### config.mk
export PLATFORM = sky130hd
export DESIGN_NAME = tbo_ctrl
export DESIGN_NICKNAME = d
export VERILOG_FILES = /design/src/tbo_ctrl.v
export VERILOG_INCLUDE_DIRS = /design/src
export SDC_FILE = /design/constraint.sdc
export NUM_CORES = 1
export LEC_CHECK = 0
export BUFFER_PORTS_ARGS = -buffer_cell sky130_fd_sc_hd__buf_2
export CAP_MARGIN = 40
export CORE_MARGIN = 2
export CORE_UTILIZATION = 52
export CTS_CLUSTER_DIAMETER = 50
export DETAILED_ROUTE_END_ITERATION = 10
export GPL_ROUTABILITY_DRIVEN = 1
export PLACE_DENSITY_LB_ADDON = 0.1
export SYNTH_ARGS = -nofsm -noshare
export SYNTH_HDL_FRONTEND = slang
export SYNTH_SLANG_ARGS = --single-unit
### constraint.sdc
create_clock -name clk -period 4.1 [get_ports clk]
set_input_delay 0.205 -clock clk [delete_from_list [all_inputs] [get_ports clk]]
set_output_delay 0.205 -clock clk [all_outputs]
set_load 0.05 [all_outputs]
### src/tbo_regs.vh
// register map, field positions and reset values for the 10base-t
// operations / extended control two register bank.
// assumes a 16-bit management data path in the low lanes of a 32-bit avalon word.
`ifndef TBO_REGS_VH
`define TBO_REGS_VH

// ------------------------------------------------------------
// register indices (byte address = index * 4)
// ------------------------------------------------------------
`define TBO_IDX_OPS        6'h12
`define TBO_IDX_EXT2       6'h13
`define TBO_IDX_STAT       6'h14
`define TBO_ADDR_W         8

// ------------------------------------------------------------
// operations register fields
// ------------------------------------------------------------
`define TBO_OPS_RJAB       15
`define TBO_OPS_POLREV     14
`define TBO_OPS_JABINH     5
`define TBO_OPS_RSV4       4
`define TBO_OPS_APINH      3
`define TBO_OPS_HBINH      2
`define TBO_OPS_LLINH      1
`define TBO_OPS_SQINH      0
`define TBO_OPS_WMASK      16'h3FFF
`define TBO_OPS_RST        16'h0010

// ------------------------------------------------------------
// extended control two fields
// ------------------------------------------------------------
`define TBO_EXT_NODREP     15
`define TBO_EXT_PRIO       14
`define TBO_EXT_RFLT       13
`define TBO_EXT_TXZ        7
`define TBO_EXT_FLED       5
`define TBO_EXT_APD        0
`define TBO_EXT_WMASK      16'h1BFF
`define TBO_EXT_RST        16'h0001

// ------------------------------------------------------------
// status register fields
// ------------------------------------------------------------
`define TBO_STAT_LINK      0
`define TBO_STAT_JAB       1
`define TBO_STAT_PWRDN     2
`define TBO_STAT_HBEN      3

// ------------------------------------------------------------
// timing
// ------------------------------------------------------------
`define TBO_CLK_NS         5
`define TBO_HB_NS          1000
`define TBO_STRAP_CYC      4'h4

`endif

### src/tbo_ctrl.v
// 10base-t operations and extended control two register bank, avalon-mm slave.
// assumes receive-path events arrive as one-cycle pulses or levels on clk.
`include "tbo_regs.vh"

module tbo_ctrl #(
  parameter LED_N   = 5,
  parameter HB_CYC  = (`TBO_HB_NS + `TBO_CLK_NS - 1) / `TBO_CLK_NS,
  parameter JAB_CYC = 4000
) (
  // clock and reset
  input  wire               clk,
  input  wire               rst_b,
  // avalon-mm slave
  input  wire [`TBO_ADDR_W-1:0] avs_address,
  input  wire               avs_read,
  input  wire               avs_write,
  input  wire [31:0]        avs_writedata,
  input  wire [3:0]         avs_byteenable,
  output reg  [31:0]        avs_readdata,
  output wire               avs_waitrequest,
  output reg  [1:0]         avs_response,
  // straps
  input  wire               node_repeater_strap,
  input  wire               config_priority_strap,
  input  wire [LED_N-1:0]   led_strap,
  // receive path
  input  wire               rx_jabber_seen,
  input  wire               rx_pol_reversed,
  input  wire               rx_valid_data,
  input  wire               rx_idle,
  input  wire               rx_link_pulse_ok,
  input  wire               partner_remote_fault,
  // transmit path and mode
  input  wire               tx_en,
  input  wire               rx_active,
  input  wire               full_duplex,
  input  wire               mode_10m,
  input  wire               pair_tx_positive_in,
  input  wire               pair_tx_negative_in,
  input  wire [LED_N-1:0]   led_status,
  // outputs
  output wire               pair_tx_positive,
  output wire               pair_tx_negative,
  output wire               pair_tx_oe,
  output wire               polarity_correct_en,
  output wire               jabber_check_en,
  output reg                tx_jabber_ff,
  output reg                col_heartbeat_ff,
  output wire               crs,
  output reg                link_pass_ff,
  output wire               tx100_power_down,
  output wire [LED_N-1:0]   led_out,
  output wire [LED_N-1:0]   led_oe
);

  // ------------------------------------------------------------
  // reset release
  // ------------------------------------------------------------
  reg rst_s1_ff;
  reg rst_s2_ff;
  always @(posedge clk or negedge rst_b) begin
    if (!rst_b) begin
      rst_s1_ff <= 1'b0;
      rst_s2_ff <= 1'b0;
    end else begin
      rst_s1_ff <= 1'b1;
      rst_s2_ff <= rst_s1_ff;
    end
  end
  wire rst_n = rst_s2_ff;

  // ------------------------------------------------------------
  // strap capture after reset release
  // ------------------------------------------------------------
  reg [3:0]       strap_cnt_ff;
  reg             strap_done_ff;
  reg [LED_N-1:0] led_pol_ff;
  always @(posedge clk or negedge rst_n) begin
    if (!rst_n) begin
      strap_cnt_ff  <= 4'h0;
      strap_done_ff <= 1'b0;
      led_pol_ff    <= {LED_N{1'b0}};
    end else if (!strap_done_ff) begin
      strap_cnt_ff <= strap_cnt_ff + 4'h1;
      if (strap_cnt_ff == `TBO_STRAP_CYC) begin
        strap_done_ff <= 1'b1;
        led_pol_ff    <= led_strap;
      end
    end
  end

  // ------------------------------------------------------------
  // register bank storage
  // ------------------------------------------------------------
  reg  [15:0] ops_ff;
  reg  [15:0] ext_ff;
  reg         rjab_ff;
  reg         polrev_ff;
  reg         rflt_ff;
  reg         rd_vld_ff;
  reg  [15:0] rd_word;
  reg         rd_hit;

  // ------------------------------------------------------------
  // address decode
  // ------------------------------------------------------------
  wire [5:0]  idx      = avs_address[`TBO_ADDR_W-1:2];
  wire        hit_ops  = (idx == `TBO_IDX_OPS);
  wire        hit_ext  = (idx == `TBO_IDX_EXT2);
  wire        hit_stat = (idx == `TBO_IDX_STAT);
  wire [15:0] be_mask  = {{8{avs_byteenable[1]}}, {8{avs_byteenable[0]}}};

  // ------------------------------------------------------------
  // read wait state
  // ------------------------------------------------------------
  // one stall cycle per read: the word is registered on the
  // first edge and stands when waitrequest is seen low
  wire        rd_first = avs_read & ~rd_vld_ff;

  always @(posedge clk or negedge rst_n) begin
    if (!rst_n) begin
      rd_vld_ff <= 1'b0;
    end else begin
      rd_vld_ff <= rd_first;
    end
  end

  assign avs_waitrequest = rd_first;

  // ------------------------------------------------------------
  // write path
  // ------------------------------------------------------------
  wire        wr_ops   = avs_write && hit_ops;
  wire        wr_ext   = avs_write && hit_ext;
  // clear-on-read only once per read, on the capturing edge
  wire        rd_ops   = rd_first && hit_ops && avs_byteenable[1];

  wire [15:0] ops_mask = `TBO_OPS_WMASK & be_mask;
  wire [15:0] ext_mask = `TBO_EXT_WMASK & be_mask;

  always @(posedge clk or negedge rst_n) begin
    if (!rst_n) begin
      ops_ff <= `TBO_OPS_RST;
    end else if (wr_ops) begin
      ops_ff <= (ops_ff & ~ops_mask) | (avs_writedata[15:0] & ops_mask);
    end
  end

  always @(posedge clk or negedge rst_n) begin
    if (!rst_n) begin
      ext_ff <= `TBO_EXT_RST;
    end else if (wr_ext) begin
      ext_ff <= (ext_ff & ~ext_mask) | (avs_writedata[15:0] & ext_mask);
    end
  end

  // ------------------------------------------------------------
  // latched and live status
  // ------------------------------------------------------------
  // latched remote jabber: set wins over clear-on-read
  always @(posedge clk or negedge rst_n) begin
    if (!rst_n) begin
      rjab_ff <= 1'b0;
    end else if (rx_jabber_seen) begin
      rjab_ff <= 1'b1;
    end else if (rd_ops) begin
      rjab_ff <= 1'b0;
    end
  end

  always @(posedge clk or negedge rst_n) begin
    if (!rst_n) begin
      polrev_ff <= 1'b0;
    end else begin
      polrev_ff <= rx_pol_reversed;
    end
  end

  always @(posedge clk or negedge rst_n) begin
    if (!rst_n) begin
      rflt_ff <= 1'b0;
    end else begin
      rflt_ff <= partner_remote_fault;
    end
  end

  // ------------------------------------------------------------
  // mode derived enables
  // ------------------------------------------------------------
  wire        repeater = node_repeater_strap;
  // suppression never touches the stored inhibit bit
  wire        hb_en    = ~ops_ff[`TBO_OPS_HBINH] & ~full_duplex & ~repeater;

  // ------------------------------------------------------------
  // read words
  // ------------------------------------------------------------
  wire [15:0] ops_rd  = {rjab_ff, polrev_ff, ops_ff[13:0]};
  wire [15:0] ext_rd  = {node_repeater_strap, config_priority_strap, rflt_ff, ext_ff[12:0]};
  wire [15:0] stat_rd = {12'h000, hb_en, tx100_power_down, tx_jabber_ff, link_pass_ff};

  always @* begin
    rd_word = 16'h0000;
    rd_hit  = 1'b1;
    case (idx)
      `TBO_IDX_OPS: begin
        rd_word = ops_rd;
      end
      `TBO_IDX_EXT2: begin
        rd_word = ext_rd;
      end
      `TBO_IDX_STAT: begin
        rd_word = stat_rd;
      end
      default: begin
        rd_word = 16'h0000;
        rd_hit  = 1'b0;
      end
    endcase
  end

  // ------------------------------------------------------------
  // bus answer registers
  // ------------------------------------------------------------
  // unmapped indices answer with a slave error and a zero word
  always @(posedge clk or negedge rst_n) begin
    if (!rst_n) begin
      avs_readdata <= 32'h0000_0000;
      avs_response <= 2'h0;
    end else if (rd_first || avs_write) begin
      avs_response <= rd_hit ? 2'h0 : 2'h2;
      avs_readdata <= {16'h0000, rd_word};
    end
  end

  // ------------------------------------------------------------
  // receive pair and transmit jabber controls
  // ------------------------------------------------------------
  // remote jabber feeds nothing here, flag only
  assign polarity_correct_en = ~ops_ff[`TBO_OPS_APINH];
  assign jabber_check_en     = ~ops_ff[`TBO_OPS_JABINH];

  // ------------------------------------------------------------
  // transmit pair
  // ------------------------------------------------------------
  // floated pair shows low data; oe is the real high-z control
  assign pair_tx_oe          = ~ext_ff[`TBO_EXT_TXZ];
  assign pair_tx_positive    = pair_tx_positive_in & pair_tx_oe;
  assign pair_tx_negative    = pair_tx_negative_in & pair_tx_oe;

  // ------------------------------------------------------------
  // power down and carrier sense
  // ------------------------------------------------------------
  assign tx100_power_down    = ext_ff[`TBO_EXT_APD] & mode_10m;
  assign crs = repeater ? rx_active : (rx_active | tx_en);

  // ------------------------------------------------------------
  // leds
  // ------------------------------------------------------------
  // active level is the inverse of the sampled strap; dark until sampled
  genvar gi;
  generate
    for (gi = 0; gi < LED_N; gi = gi + 1) begin : g_led
      wire on;
      assign on          = ext_ff[`TBO_EXT_FLED] | led_status[gi];
      assign led_out[gi] = on ? ~led_pol_ff[gi] : led_pol_ff[gi];
      assign led_oe[gi]  = strap_done_ff;
    end
  endgenerate

  // ------------------------------------------------------------
  // transmit jabber check
  // ------------------------------------------------------------
  reg [15:0] jab_cnt_ff;
  always @(posedge clk or negedge rst_n) begin
    if (!rst_n) begin
      jab_cnt_ff   <= 16'h0000;
      tx_jabber_ff <= 1'b0;
    end else if (!jabber_check_en || !tx_en) begin
      jab_cnt_ff   <= 16'h0000;
      tx_jabber_ff <= 1'b0;
    end else if (jab_cnt_ff == JAB_CYC[15:0]) begin
      tx_jabber_ff <= 1'b1;
    end else begin
      jab_cnt_ff <= jab_cnt_ff + 16'h0001;
    end
  end

  // ------------------------------------------------------------
  // heartbeat after transmit; the stored inhibit never changes here
  // ------------------------------------------------------------
  reg        tx_en_d_ff;
  reg [15:0] hb_cnt_ff;
  always @(posedge clk or negedge rst_n) begin
    if (!rst_n) begin
      tx_en_d_ff       <= 1'b0;
      hb_cnt_ff        <= 16'h0000;
      col_heartbeat_ff <= 1'b0;
    end else begin
      tx_en_d_ff <= tx_en;
      if (tx_en_d_ff && !tx_en && hb_en) begin
        hb_cnt_ff        <= HB_CYC[15:0];
        col_heartbeat_ff <= 1'b1;
      end else if (hb_cnt_ff > 16'h0001) begin
        hb_cnt_ff <= hb_cnt_ff - 16'h0001;
      end else begin
        hb_cnt_ff        <= 16'h0000;
        col_heartbeat_ff <= 1'b0;
      end
    end
  end

  // ------------------------------------------------------------
  // link integrity
  // ------------------------------------------------------------
  localparam LK_FAIL = 2'h0;
  localparam LK_DATA = 2'h1;
  localparam LK_PASS = 2'h2;
  reg [1:0] lk_ff;
  reg [1:0] nxt_lk;
  always @* begin
    nxt_lk = lk_ff;
    case (lk_ff)
      LK_FAIL: begin
        if (rx_valid_data)
          nxt_lk = ops_ff[`TBO_OPS_SQINH] ? LK_DATA : LK_PASS;
      end
      LK_DATA: begin
        if (rx_idle)
          nxt_lk = LK_PASS;
      end
      LK_PASS: begin
        if (!rx_link_pulse_ok)
          nxt_lk = LK_FAIL;
      end
      default: nxt_lk = LK_FAIL;
    endcase
    if (ops_ff[`TBO_OPS_LLINH])
      nxt_lk = LK_PASS;
  end

  always @(posedge clk or negedge rst_n) begin
    if (!rst_n) begin
      lk_ff        <= LK_FAIL;
      link_pass_ff <= 1'b0;
    end else begin
      lk_ff        <= nxt_lk;
      link_pass_ff <= (nxt_lk == LK_PASS);
    end
  end

endmodule

==> summary.txt <==
STA
  – Count of final setup violators: 0
  – FMAX: 0.430 GHz
  – Least-Margin Pin Slew: 0.771 ns
  – Final Cycle Share: 56.8%
  – Setup slack after layout: 1.77 ns
  – Sum Neg Setup Slack: 0 ns
  – Tmin final: 2.33 ns
  – Final Hold Viols: 0
  – Max-slew headroom: 48.6%
  – Pins Over Slew Limit: 0
  – Unrepaired setup endpoints after global routing: false
  – Worst Skew: 0.0130 ns

Flow run
  – Max Cap Violations: 0

CTS
  – CTS root buffer: clkbuf_8
  – Worst-case clock buffer depth: 2
  – CTS buffer count: 9
  – CTS tree: yes
  – Worst skew pair latency: 0.36 ns
  – Cts repair resizes: 0
  – # clock sinks: 97
  – CTS clk-pin slew, worst paths: 0.10 ns
  – H-tree levels: 3
  – Post-CTS Setup Bufs: 0
  – CTS Hold Bufs: 4

Layout
  – Most frequent cells in the layout: dfrtp_1 (94), buf_2 (87), nor2_1 (43), mux2_2 (33), xnor2_1 (27)
  – Commonest non-fill, non-tap cell in the layout: dfrtp_1
  – Post-route cell area: 0.00532 mm2
  – Layout cells sized above 1: 29.7%
  – Fin nets: 578
  – Area grow syn2layout: 15.7%
  – Final non-filler cell total: 613
  – ANT cells: 0

Placed design
  – Placer Congestion: 0.744
  – DP HPWL: 6.17 mm
  – Cell Area, Placed: 0.00504 mm2
  – Dpl cells: 593
  – Port buffer count: 87
  – Pre-CTS setup slack: 1.66 ns

Yosys
  – Flops & latches, synth: 97
  – Yosys cell types: 46
  – Syn avg cell area: 11.1 um2
  – Synth warnings: 0
  – Mapped Cells: 415
  – Seq/Total Area, Yosys: 52.9%
  – Post-synth ARST share: 100%
  – Syn Std Cell Area: 0.00459 mm2
  – Post-synth EDFFs: 0
  – Main synth FF type: dfrtp_1

Worst setup path
  – Worst endpoint data arrival time: 2.56 ns
  – Reg-to-Reg Start: hb_cnt_ff[4]
  – WS Path Type: reg -> reg
  – Element type at the critical path start: flop
  – CP Capture Type: flop
  – Register-to-Register Path Depth: 4
  – Capturing point of the worst reg2reg path: hb_cnt_ff[12]
  – Internal reg-to-reg setup slack: 1.77 ns
  – Critical path peak fanout: 13
  – Req. time, crit path: 4.34 ns

Floorplanning
  – Top Ports: 127
  – Initial Util: 53.2%
  – Die Ht: 98.0 um
  – Die area: 0.00960 mm2
  – Row Count: 34
  – Chip width: 98.0 um
  – Placeable Area: 0.00864 mm2

Hold path
  – Hold path depth: 2
  – Min-delay src: rx_jabber_seen
  – Hold WC Path Type: in -> reg
  – Hold Path Sink: rjab_ff

Detailed routing
  – Drt total wl: 8.67 mm
  – Drt pass-1 iters: 4
  – Vias per Instance: 5.18
  – DRC: 0
  – DR iter-0 viols: 91
  – Wire length per cell: 14.1 um
  – ANT nets after route: 0
  – DR vias: 3178

Global route
  – Largest net degree at the start of global routing: 61
  – Total track usage: 18.8%
  – Grt ovf: 0
  – Initial antenna violation count: 0
  – First-pass GRT wire length: 14.5 mm
  – Vias in the first global route: 3079

Pwr
  – Total power: 2.21 mW
  – Pwr per Cell Area: 416 mW/mm2
  – P_leak: 2.48 nW
  – VDD IR max: 174 uV

Run status
  – Outcome: complete, no violations
cell type report:
| cell class | count | area [um2] |
|---|---|---|
| repair buffers | 93 | 510 |
| flip-flops and latches | 97 | 2430 |
| clock inverters | 6 | 95.1 |
| well taps | 108 | 135 |
| clock buffers | 10 | 138 |
| multi-input cells | 285 | 1950 |
| inverters | 14 | 52.6 |
| fillers | 759 | 3320 |
worst max path at each step:
| stage | start | end | slack [ns] | cells past startpoint |
|---|---|---|---|---|
| after floorplan | rst_n | asynchronous set/reset pin | 1.20 | 0 |
| after global placement | avs_address[5] | flop | 1.70 | 5 |
| after detailed placement | avs_address[5] | flop | 1.66 | 5 |
| after CTS | hb_cnt_ff[4] | hb_cnt_ff[12] | 1.77 | 4 |
| after global routing | hb_cnt_ff[4] | hb_cnt_ff[0] | 1.67 | 4 |
| final | hb_cnt_ff[4] | hb_cnt_ff[12] | 1.77 | 4 |
per-stage QoR:
| step | utilization [%] | hold WS [ns] |
|---|---|---|
| 5_1_grt | 61.5 | 0.0345 |
| 6_report | 61.5 | 0.0543 |
| 3_5_place_dp | 58.4 | -0.00741 |
| 3_3_place_gp | 58.1 | -0.00954 |
| 2_1_floorplan | - | -0.0906 |
| 4_1_cts | 61.5 | 0.0354 |
power breakdown:
part | internal (mW) | switching (mW) | total, mW | leakage [nW]
registers | 1.04 | 0.0841 | 1.12 | 1.26
clock network | 0.369 | 0.343 | 0.712 | 0.118
logic | 0.143 | 0.234 | 0.377 | 1.11
total | 1.55 | 0.661 | 2.21 | 2.48
synth_stat cells, drive strengths merged (3+ instances only):
cell type | number | share of area [%]
nand2b | 6 | 0.82
nand4 | 5 | 0.68
dfrtp | 95 | 52
nand3b | 3 | 0.49
a21oi | 9 | 0.98
or4 | 3 | 0.49
o21ai | 14 | 1.8
mux2i | 16 | 3.5
buf | 26 | 4.1
nor2 | 44 | 3.6
inv | 14 | 1.1
nor2b | 4 | 0.54
ha | 6 | 1.6
nor4 | 10 | 1.4
nand3 | 7 | 0.76
xnor2 | 27 | 5.1
xor2 | 5 | 0.95
or3 | 5 | 0.68
mux2 | 33 | 8.1
nor3b | 3 | 0.60
o31ai | 13 | 2.1
clkbuf | 9 | 0.74
nand2 | 24 | 2.0
nor3 | 13 | 1.6
cells by family (layout without fill, tap and decap cells):
group / after synthesis / after routing / synth area share (%)
xor+xnor: 32 / 32 / 6.10
simple gates: 136 / 136 / 15.3
fa+ha+maj: 6 / 6 / 1.63
flops: 97 / 97 / 52.9
mux: 49 / 49 / 11.6
other cells: 2 / 18 / 0.163
buf+inv: 49 / 123 / 6.02
compound gates: 44 / 44 / 6.35
layer usage:
| metal | track usage (%) | wire length, um | up-vias |
|---|---|---|---|
| met5 | 0 | 0 | - |
| met4 | 5.13 | 73 | 0 |
| met3 | 4.80 | 411 | 5 |
| met2 | 31.3 | 4260 | 70 |
| met1 | 24.6 | 3930 | 1543 |
| li1 | - | - | 1560 |
worst max-delay path: stages, from the launching register on:
cell and delay, ns:
dfrtp_1 0.44, or4_1 0.67, or4b_4 0.62, o21ai_4 0.38
nor2_1 0.10
(Power assumes the default switching activity.)
